$ cat src/pkg/acs_pkg.sv
package acs_pkg;
    // Sequencer states
    typedef enum logic [2:0] {
        ACS_IDLE,
        ACS_START,
        ACS_CONV,
        ACS_HOLDOFF
    } acs_state_t;

    // Clock period of the device oscillator, in picoseconds
    localparam int CLK_PERIOD_PS = 5000;

    // Conversion clock select codes
    localparam logic [1:0] SEL_DIV2  = 2'h0;
    localparam logic [1:0] SEL_DIV8  = 2'h1;
    localparam logic [1:0] SEL_DIV32 = 2'h2;
    localparam logic [1:0] SEL_RC    = 2'h3;

    // Oscillator periods per bit period, per select code
    localparam logic [5:0] DIV2_CLKS  = 6'h02;
    localparam logic [5:0] DIV8_CLKS  = 6'h08;
    localparam logic [5:0] DIV32_CLKS = 6'h20;

    // Oscillator periods per instruction cycle
    localparam logic [2:0] INSTR_CYCLE_CLKS = 3'h4;

    // Result geometry
    localparam int RESULT_BITS = 10;
    localparam logic [RESULT_BITS-1:0] SAR_FIRST_TRIAL = 10'h200;

    // Bit periods after the first segment, and wait after finish or abort
    localparam logic [3:0] CONV_BIT_PERIODS    = 4'hB;
    localparam logic [3:0] HOLDOFF_BIT_PERIODS = 4'h2;

    // Result reset value and pin count
    localparam logic [7:0] RESULT_RESET = 8'h00;
    localparam int         PIN_COUNT    = 5;
endpackage

$ cat src/rtl/acs_sequencer.sv
`timescale 1ns/1ps
// What this block does
// RULE1: Conversion spans at least twelve bit periods
// RULE2: Select field picks 2, 8, 32 or RC
// RULE3: Software keeps bit period at least 1.6us
// RULE4: Software respects divider frequency ceilings
// RULE5: Above 1MHz, RC clock only in sleep
// RULE6: Two bit period wait, capacitor disconnected
// RULE7: Software waits acquisition before starting
// RULE8: Clearing go aborts, result unchanged
// RULE9: After abort, wait two, then acquire
// RULE10: Short first segment, then eleven bit periods
// RULE11: Software never starts while powering on
// RULE12: Completion loads result, clears go
// RULE13: Completion sets the done flag
// RULE14: Justify result, pad six zeros
// RULE15: Format one right, zero left justified
// RULE16: Result bytes writable registers when disabled
// RULE17: Analog pins read as zero
// RULE18: Pin direction never gates conversion
// RULE19: Software sets analog pins as inputs
// RULE20: RC mode waits one instruction cycle
// RULE21: Completion in sleep with enable wakes
// RULE22: Sleep with oscillator clock aborts, powers down
// RULE23: Reset powers off and aborts conversion
// RULE24: Divider restarts when conversion starts
module acs_sequencer (
    // Clock and reset
    input  wire logic       SYS_CLK,
    input  wire logic       SYS_RST,
    // Control bits from software
    input  wire logic [1:0] CONV_CLK_SEL,
    input  wire logic [2:0] CHANNEL_SEL,
    input  wire logic       CONV_POWER_ON,
    input  wire logic       RESULT_FORMAT,
    input  wire logic       CONV_IRQ_ENABLE,
    input  wire logic       GO_SET,
    input  wire logic       GO_CLEAR,
    input  wire logic       DONE_FLAG_CLEAR,
    input  wire logic       SLEEP_MODE,
    // Software writes to the result bytes
    input  wire logic       RESULT_HIGH_WR,
    input  wire logic       RESULT_LOW_WR,
    input  wire logic [7:0] RESULT_WDATA,
    // Analog front end and pins
    input  wire logic       RC_CLK,
    input  wire logic       COMPARATOR,
    input  wire logic [4:0] PORT_PIN_IN,
    input  wire logic [4:0] ANALOG_PIN_MASK,
    // Status
    output logic            GO_DONE,
    output logic            CONV_DONE_FLAG,
    output logic [7:0]      RESULT_HIGH,
    output logic [7:0]      RESULT_LOW,
    output logic            WAKE_REQ,
    output logic            CONV_ACTIVE,
    // Analog control
    output logic            HOLD_CONNECT,
    output logic [2:0]      ANALOG_CHANNEL,
    output logic [9:0]      DAC_CODE,
    output logic [4:0]      PORT_READ
);
    typedef struct packed {
        acs_pkg::acs_state_t st;
        logic                go;
        logic                flag;
        logic [7:0]          res_hi;
        logic [7:0]          res_lo;
        logic [9:0]          sar;
        logic [3:0]          bit_cnt;
        logic [2:0]          icnt;
        logic                hold_on;
        logic                wake;
        logic                active;
        logic [2:0]          chan;
        logic [4:0]          port_read;
        logic                rc_s1;
        logic                rc_s2;
        logic                rc_s3;
        logic                cmp_s1;
        logic                cmp_s2;
    } acs_seq_t;

    acs_seq_t cur;
    acs_seq_t next_cur;
    logic     tick;
    logic     restart;
    logic     accept;
    logic     abort;
    logic     rc_edge;

    // Keep the trial bit if the input is above the trial, then try the next
    function automatic logic [9:0] sar_step(input logic [9:0] sar, input logic [3:0] k,
                                            input logic above);
        logic [9:0] v;
        int         b;
        v = sar;
        b = acs_pkg::RESULT_BITS - int'(k);
        if (!above) begin
            v[b] = 1'b0;
        end
        if (b > 0) begin
            v[b-1] = 1'b1;
        end
        sar_step = v;
    endfunction

    // Edge taken from the second and third stages only
    assign rc_edge = cur.rc_s2 & ~cur.rc_s3;
    assign accept  = (cur.st == acs_pkg::ACS_IDLE) && GO_SET && CONV_POWER_ON;
    // Oscillator-clocked conversion cannot survive sleep
    assign abort   = (cur.st == acs_pkg::ACS_START || cur.st == acs_pkg::ACS_CONV)
                     && (GO_CLEAR || !CONV_POWER_ON
                         || (SLEEP_MODE && CONV_CLK_SEL != acs_pkg::SEL_RC)); // RULE8 RULE22
    // Abort restarts the divider so a divider-clocked hold-off spans two full bit periods
    assign restart = accept || abort; // RULE24 RULE9

    acs_bit_timer u_timer (
        .clk          (SYS_CLK),
        .rst          (SYS_RST),
        .restart      (restart),
        .conv_clk_sel (CONV_CLK_SEL),
        .rc_edge      (rc_edge),
        .tick         (tick)
    );

    always_comb begin
        logic       sleep_abort;
        logic       finish;
        logic [9:0] final_code;
        sleep_abort = 1'b0;
        finish = 1'b0;
        final_code = 10'h000;
        next_cur = cur;
        next_cur.rc_s1 = RC_CLK;
        next_cur.rc_s2 = cur.rc_s1;
        next_cur.rc_s3 = cur.rc_s2;
        next_cur.cmp_s1 = COMPARATOR;
        next_cur.cmp_s2 = cur.cmp_s1;
        next_cur.chan = CHANNEL_SEL;
        next_cur.wake = 1'b0;
        next_cur.port_read = PORT_PIN_IN & ~ANALOG_PIN_MASK; // RULE17
        // Oscillator-clocked conversion cannot survive sleep
        sleep_abort = SLEEP_MODE && (CONV_CLK_SEL != acs_pkg::SEL_RC); // RULE22
        next_cur.active = CONV_POWER_ON && !sleep_abort; // RULE22

        // Software writes; a completing conversion below overrides them
        if (RESULT_HIGH_WR) begin
            next_cur.res_hi = RESULT_WDATA; // RULE16
        end
        if (RESULT_LOW_WR) begin
            next_cur.res_lo = RESULT_WDATA; // RULE16
        end
        if (DONE_FLAG_CLEAR) begin
            next_cur.flag = 1'b0;
        end

        unique case (cur.st)
            acs_pkg::ACS_IDLE: begin
                next_cur.hold_on = next_cur.active;
                if (accept && !sleep_abort) begin
                    next_cur.go = 1'b1;
                    next_cur.icnt = 3'h0;
                    next_cur.st = acs_pkg::ACS_START;
                end
            end
            acs_pkg::ACS_START: begin
                // At least one instruction cycle, then the next bit period edge
                if (cur.icnt != acs_pkg::INSTR_CYCLE_CLKS - 3'h1) begin
                    next_cur.icnt = cur.icnt + 3'h1; // RULE20 RULE10
                end else if (tick) begin
                    next_cur.hold_on = 1'b0;
                    next_cur.sar = acs_pkg::SAR_FIRST_TRIAL;
                    next_cur.bit_cnt = 4'h0;
                    next_cur.st = acs_pkg::ACS_CONV;
                end
            end
            acs_pkg::ACS_CONV: begin
                // Comparator lags two clocks through cmp_s1 and cmp_s2: divide-by-2 periods are too short for it
                if (tick) begin
                    next_cur.bit_cnt = cur.bit_cnt + 4'h1;
                    if (cur.bit_cnt != 4'h0) begin
                        next_cur.sar = sar_step(cur.sar, cur.bit_cnt, cur.cmp_s2); // RULE10
                    end
                    // Eleven bit periods after the first segment
                    finish = (cur.bit_cnt == acs_pkg::CONV_BIT_PERIODS - 4'h1); // RULE1
                    final_code = finish ? next_cur.sar : 10'h000;
                end
            end
            acs_pkg::ACS_HOLDOFF: begin
                next_cur.hold_on = 1'b0; // RULE6
                if (tick) begin
                    next_cur.bit_cnt = cur.bit_cnt + 4'h1;
                    if (cur.bit_cnt == acs_pkg::HOLDOFF_BIT_PERIODS - 4'h1) begin
                        next_cur.st = acs_pkg::ACS_IDLE; // RULE9
                    end
                end
            end
            default: begin
                next_cur.st = acs_pkg::ACS_IDLE;
            end
        endcase

        if (cur.st == acs_pkg::ACS_START || cur.st == acs_pkg::ACS_CONV) begin
            if (abort) begin
                // Abort leaves the result pair untouched
                finish = 1'b0; // RULE8
                next_cur.go = 1'b0;
                next_cur.bit_cnt = 4'h0;
                next_cur.hold_on = 1'b0;
                next_cur.st = acs_pkg::ACS_HOLDOFF; // RULE9
            end else if (finish) begin
                if (RESULT_FORMAT) begin
                    next_cur.res_hi = {6'h00, final_code[9:8]}; // RULE15 RULE14
                    next_cur.res_lo = final_code[7:0];
                end else begin
                    next_cur.res_hi = final_code[9:2]; // RULE15 RULE14
                    next_cur.res_lo = {final_code[1:0], 6'h00};
                end
                next_cur.go = 1'b0; // RULE12
                next_cur.flag = 1'b1; // RULE13
                next_cur.wake = SLEEP_MODE && CONV_IRQ_ENABLE; // RULE21
                next_cur.bit_cnt = 4'h0;
                next_cur.st = acs_pkg::ACS_HOLDOFF; // RULE6
            end
        end
    end

    always_ff @(posedge SYS_CLK) begin
        if (SYS_RST) begin
            cur <= '0; // RULE23
            cur.st <= acs_pkg::ACS_IDLE;
            cur.res_hi <= acs_pkg::RESULT_RESET;
            cur.res_lo <= acs_pkg::RESULT_RESET;
        end else begin
            cur <= next_cur;
        end
    end

    // Pin direction is not an input here: any pin level is converted (RULE18)
    assign GO_DONE        = cur.go;
    assign CONV_DONE_FLAG = cur.flag;
    assign RESULT_HIGH    = cur.res_hi;
    assign RESULT_LOW     = cur.res_lo;
    assign WAKE_REQ       = cur.wake;
    assign CONV_ACTIVE    = cur.active;
    assign HOLD_CONNECT   = cur.hold_on;
    assign ANALOG_CHANNEL = cur.chan;
    assign DAC_CODE       = cur.sar;
    assign PORT_READ      = cur.port_read;
endmodule // acs_sequencer

$ cat src/rtl/acs_bit_timer.sv
`timescale 1ns/1ps
module acs_bit_timer (
    // Clock and reset
    input  wire logic       clk,
    input  wire logic       rst,
    // Control
    input  wire logic       restart,
    input  wire logic [1:0] conv_clk_sel,
    input  wire logic       rc_edge,
    // Bit period strobe
    output logic            tick
);
    typedef struct packed {
        logic [5:0] cnt;
        logic       tick;
    } acs_timer_t;

    acs_timer_t cur;
    acs_timer_t next_cur;

    function automatic logic [5:0] div_clks(input logic [1:0] sel);
        unique case (sel)
            acs_pkg::SEL_DIV2:  div_clks = acs_pkg::DIV2_CLKS;
            acs_pkg::SEL_DIV8:  div_clks = acs_pkg::DIV8_CLKS;
            default:            div_clks = acs_pkg::DIV32_CLKS;
        endcase
    endfunction

    always_comb begin
        next_cur = cur;
        next_cur.tick = 1'b0;
        if (restart) begin
            next_cur.cnt = 6'h00; // RULE24
        end else if (conv_clk_sel == acs_pkg::SEL_RC) begin
            next_cur.cnt = 6'h00;
            next_cur.tick = rc_edge;
        end else if (cur.cnt >= div_clks(conv_clk_sel) - 6'h01) begin
            next_cur.cnt = 6'h00; // RULE2
            next_cur.tick = 1'b1;
        end else begin
            next_cur.cnt = cur.cnt + 6'h01;
        end
    end

    always_ff @(posedge clk) begin
        if (rst) begin
            cur <= '0;
        end else begin
            cur <= next_cur;
        end
    end

    assign tick = cur.tick;
endmodule // acs_bit_timer

$ cat config.mk
export PLATFORM = sky130hd
export DESIGN_NAME = acs_sequencer
export DESIGN_NICKNAME = d
export VERILOG_FILES = /design/src/pkg/acs_pkg.sv /design/src/rtl/acs_sequencer.sv /design/src/rtl/acs_bit_timer.sv
export SDC_FILE = /design/constraint.sdc
export NUM_CORES = 1
export LEC_CHECK = 0
export ABC_AREA = 1
export BUFFER_PORTS_ARGS = -buffer_cell sky130_fd_sc_hd__buf_2
export CORE_MARGIN = 2
export CORE_UTILIZATION = 50
export CTS_BUF_LIST = sky130_fd_sc_hd__clkbuf_8 sky130_fd_sc_hd__clkbuf_16
export CTS_CLUSTER_SIZE = 8
export DETAILED_ROUTE_END_ITERATION = 10
export PLACE_DENSITY = 0.79
export SETUP_SLACK_MARGIN = 0.15
export SLEW_MARGIN = 15
export SYNTH_ARGS = -nofsm -noshare
export SYNTH_HDL_FRONTEND = slang
export SYNTH_SLANG_ARGS = --single-unit
export TNS_END_PERCENT = 50
$ cat constraint.sdc
create_clock -name SYS_CLK -period 3.53 [get_ports SYS_CLK]
set_clock_uncertainty 0.15 [all_clocks]
set_input_delay 0.1765 -clock SYS_CLK [delete_from_list [all_inputs] [get_ports SYS_CLK]]
set_output_delay 0.1765 -clock SYS_CLK [all_outputs]
set_load 0.005 [all_outputs]
==> run summary <==
The flow ran to the end, and the final reports show no timing, DRC or antenna violations. The number of cells on the worst reg-to-reg path is 9. The origin of the critical flop-to-flop path was cur[19]. Traced cell by cell, the critical path runs through inv_2 -> ha_1 -> inv_1 -> nor3_4 -> inv_2 -> nor2_2 -> nand3_1 -> dlygate4sd3_1 -> nor2_1. The design internal power was 1.18 mW. Along the worst path, the maximum fanout reaches 11. Entering global routing, the biggest net connects 38 pins. The core footprint came out at 6790 um2.

Measured along the x axis, the die boundary spans 88.0 um. The logs give 0 for the count of buffers added by post-CTS timing repair for setup and 10.3% for the fraction of power consumed by combinational cells. For hold timing, the worst endpoint is RESULT_LOW[7]. The warning count from the yosys run is 0.

The tools report the count of endpoints failing setup in the final report as 0. The hold violation count in the final report was 0. The compound-gate portion of the synthesized area works out to 14.9%. The logs give 60.6% for the fraction of the core area covered by cells at the end of the flow and 2.03 nW for the leakage power.

The time the final worst path needs with I/O delays and setup works out to 2.66 ns. The tools report the count of standard-cell rows as 30. The combinational family with the most area after synthesis was simple AND/OR/NAND/NOR gates.

Data on the critical path is required at its endpoint by 3.66 ns. The quantity of hold-fixing buffers added after cts was 19; the reported max-cap violation count was 0. The worst hold path passes through 3 cells. Synthesis produced a netlist with a net count of 538. Of the total synthesized cell area, the portion taken by AND, OR, NAND and NOR gates is 28.0%.

Portion of the clock cycle consumed by the worst path in the final layout: 75.2%. The share of the synthesized area in the top cell type works out to 34.6%. The tools report the number of distinct library cell variants in the gate-level netlist after synthesis as 43. After synthesis, the cell types taking the most area are sky130_fd_sc_hd__dfxtp_1 (35%), sky130_fd_sc_hd__nand2_1 (9.5%), sky130_fd_sc_hd__buf_4 (7.2%), sky130_fd_sc_hd__ha_1 (6.4%), sky130_fd_sc_hd__nor2_1 (5.9%). After clock tree synthesis, the clock-pin slew on the worst setup and hold paths is 0.07 ns.

For this configuration, the core starts out at a cell density of 51.9%. For this design the total switching power over the nets is 0.389 mW. The number of max-slew violations in the final report came out at 0. For this run, the post-layout net count is 596. The tools report the origin of the worst setup path as cur[19]. The detail-routed via count per cell came out at 5.01. The mean area per synthesized cell was 7.28 um2; the number of remaining DRC errors was 0.

Cell repeated most along the worst path: sky130_fd_sc_hd__inv_2. The wire-length estimate of the detail-placed layout is 5.94 mm. At the pin with the least slew margin, the transition time is 0.718 ns. On the critical path, the stage with the largest delay is an instance of sky130_fd_sc_hd__dlygate4sd3_1.

Top flip-flop cell by instance count after synthesis: sky130_fd_sc_hd__dfxtp_1. For the I/O pin count, the log shows 75. Dividing the detail-routed wire length by the instance count gives 12.7 um. The tools report the global routing usage summed across all routing layers as 22.2%.

Multiplexer cells account for 0% of the synthesized area. The synthesized netlist devotes 0.497% of its cell area to XOR and XNOR gates. The synthesized design contains 0 enable-type register cells. After the first detailed-routing iteration, the DRC count stood at 128. Final RePlAce weighted congestion: 0.919. The nature of the critical path endpoint is a register. The fraction of synthesis flops using an asynchronous set or reset pin was 0%; the number of buffers and inverters on the critical path was 4. VDD sags by at most 345 uV. The synthesized netlist devotes 6.39% of its cell area to adder and majority cells. Setup repair after global routing left no endpoint under its margin. Counting every instance in the synthesized netlist gives 484. The area growth from synthesis to layout is 16.7%.

The biggest cell delay along the critical path is 0.59 ns, and the worst-case clock buffer depth is 2. Cells with a size suffix above 1 make up 25.0% of the layout. Summed over all instances, the cell type with the most area after synthesis is sky130_fd_sc_hd__dfxtp_1. The total negative slack is 0 ns. Across all setup checks in the final design, the least slack found is 0.874 ns. Summing the sequential cell areas from Yosys gives 34.6% of the chip area. Total via count after detailed routing: 3221. The number of antenna violations at the first check in global routing was 0; the number of global-route vias before repair was 3019. Category of the worst setup path launch point: a register. The tools report the final wirelength as 8.15 mm. The logs give 61 for the TritonCTS sink count and 1.57 mW for the total power. The number of antenna diodes in the final layout is 0. In this run the tightest slew margin relative to its limit is 52.1%. Of the total power, the share spent switching nets is 24.8%.

Power share of the clock group: 42.9%. The tools report the capturing point of the worst reg2reg path as WAKE_REQ. The endpoint arrival time on the critical path was 2.79 ns; the worst setup slack before clock tree synthesis was 1.05 ns. The root buffer cell is sky130_fd_sc_hd__clkbuf_8. In this run the power density over the cells is 380 nW/um2.

The post-synth design cell area came out at 3530 um2. Worst min-delay path class: in -> reg. The highest clock rate is 377 MHz. Broken down by cell family, the worst path's largest delay share belongs to simple AND/OR/NAND/NOR gates.

The chip height is 88.0 um, and the number of storage elements in the synthesis netlist is 61. At the later pin of the worst-skew pair, clock insertion delay measures 0.35 ns. The tools report the part of the total power dissipated in sequential elements as 46.8%. The number of detailed-route iterations in the first pass was 4. The worst setup path is of the reg -> reg kind.

The logs give 0 for the post-CTS resize count and 9 for the number of clock buffers inserted by TritonCTS. The worst hold path begins at RESULT_FORMAT. The floorplan step defined a die boundary enclosing 7740 um2. The first global-routing pass estimated 13.3 mm of wire. After global routing the overflow that remains totals 0. TritonCTS built the clock tree.

The count of buffers added on input and output ports is 74. The worst setup slack for register-to-register paths came out at 0.87 ns. The logs give 0 for the number of antenna-violating nets in the routed design and 3 for the H-tree depth.
[per-stage QoR]
stage          area (um2)  cells  hold WS [ns]
3_3_place_gp         3710    608         0.184
4_1_cts              4120    643       0.00318
3_5_place_dp         3710    608         0.184
2_1_floorplan        3530    484        0.0985
6_report             4120    643        0.0257
5_1_grt              4120    643        0.0592
[kinds of logic (layout without fill, tap and decap cells)]
group | Yosys count | count (layout)
adders and majority gates | 18 | 18
DFF | 61 | 61
buffers and inverters | 109 | 172
other | 1 | 1
xor gates and xnor gates | 2 | 2
AOI/OAI and AO/OA | 82 | 82
and+or+nand+nor | 211 | 211
[worst max path at each step]
stage | end | slack [ns] | depth (start not counted)
4_1_cts | WAKE_REQ | 0.90 | 9
3_5_place_dp | RESULT_LOW[3] | 1.05 | 11
5_1_grt | WAKE_REQ | 0.65 | 9
6_report | WAKE_REQ | 0.87 | 9
2_1_floorplan | RESULT_LOW[5] | 1.55 | 15
3_3_place_gp | RESULT_LOW[2] | 1.21 | 10
[sequential cells by signal, summed over array words and instances (netlist names)]
signal,flops
GO_DONE,1
CONV_ACTIVE,1
PORT_READ,5
ANALOG_CHANNEL,3
RESULT_LOW,8
HOLD_CONNECT,1
u_timer.tick,1
DAC_CODE,10
CONV_DONE_FLAG,1
WAKE_REQ,1
cur,15
u_timer.cur,6
RESULT_HIGH,8
[metal layers]
layer  global-route usage, %  routed length, um
met5                       0                  0
met4                    10.5                140
met3                    6.41                579
met2                    36.3               3910
met1                    26.8               3520
[cells in the final DEF (no fill, tap or decap), types with 2 or more instances in the layout]
| cell | synthesis | final |
|---|---|---|
| sky130_fd_sc_hd__clkinvlp_4 | 0 | 2 |
| sky130_fd_sc_hd__ha_1 | 18 | 18 |
| sky130_fd_sc_hd__inv_1 | 51 | 51 |
| sky130_fd_sc_hd__nand2_1 | 89 | 89 |
| sky130_fd_sc_hd__nand3_1 | 30 | 30 |
| sky130_fd_sc_hd__nand4_1 | 9 | 9 |
| sky130_fd_sc_hd__nand2_4 | 3 | 3 |
| sky130_fd_sc_hd__a21oi_1 | 40 | 40 |
| sky130_fd_sc_hd__nand2_2 | 4 | 4 |
| sky130_fd_sc_hd__o211ai_1 | 4 | 4 |
| sky130_fd_sc_hd__a311oi_1 | 2 | 2 |
| sky130_fd_sc_hd__nor3_1 | 2 | 2 |
| sky130_fd_sc_hd__clkbuf_8 | 0 | 12 |
| sky130_fd_sc_hd__inv_2 | 10 | 10 |
| sky130_fd_sc_hd__nor2_2 | 11 | 11 |
| sky130_fd_sc_hd__o211ai_2 | 9 | 9 |
| sky130_fd_sc_hd__dlygate4sd3_1 | 0 | 19 |
| sky130_fd_sc_hd__buf_2 | 1 | 74 |
| sky130_fd_sc_hd__o21ai_0 | 18 | 18 |
| sky130_fd_sc_hd__nor2_8 | 2 | 2 |
| sky130_fd_sc_hd__nor2_1 | 55 | 55 |
| sky130_fd_sc_hd__dfxtp_1 | 61 | 61 |
[synthesized netlist by cell type (2+ instances only)]
cell type / number
sky130_fd_sc_hd__clkbuf_1: 6
sky130_fd_sc_hd__nor2_8: 2
sky130_fd_sc_hd__nand2_2: 4
sky130_fd_sc_hd__o21ai_0: 18
sky130_fd_sc_hd__a21oi_1: 40
sky130_fd_sc_hd__nor3_1: 2
sky130_fd_sc_hd__nand2_1: 89
sky130_fd_sc_hd__buf_1: 4
sky130_fd_sc_hd__nor2_2: 11
sky130_fd_sc_hd__dfxtp_1: 61
sky130_fd_sc_hd__inv_1: 51
sky130_fd_sc_hd__inv_2: 10
sky130_fd_sc_hd__o211ai_1: 4
sky130_fd_sc_hd__buf_4: 34
sky130_fd_sc_hd__a311oi_1: 2
sky130_fd_sc_hd__ha_1: 18
sky130_fd_sc_hd__nor2_1: 55
sky130_fd_sc_hd__nand2_4: 3
sky130_fd_sc_hd__o211ai_2: 9
sky130_fd_sc_hd__nand4_1: 9
sky130_fd_sc_hd__nand3_1: 30
[power by group through the flow]
stage | Combinational (mW) | Sequential (mW) | Clock [mW]
after floorplan | 0.112 | 0.745 | 0
after global placement | 0.139 | 0.748 | 0
after detailed placement | 0.144 | 0.748 | 0
after CTS | 0.159 | 0.733 | 0.683
after global routing | 0.182 | 0.736 | 0.714
final | 0.161 | 0.733 | 0.672
[worst reg2reg max path: cells and delay by family, from the launching register on]
kind | cells | cell delay (ns)
adder cells (fa/ha/maj) | 1 | 0.22
buffers and inverters | 4 | 0.89
flip-flops | 1 | 0.38
AND/OR/NAND/NOR | 4 | 0.93
[layout make-up]
type                    count  area, um2
fillers                   600       2680
multi-input cells         314       1760
flip-flops and latches     61       1220
repair buffers             93        561
inverters                  63        239
clock buffers              12        165
well taps                  96        120
clock inverters             4       53.8
No activity file was read; power rests on OpenSTA's default activity.
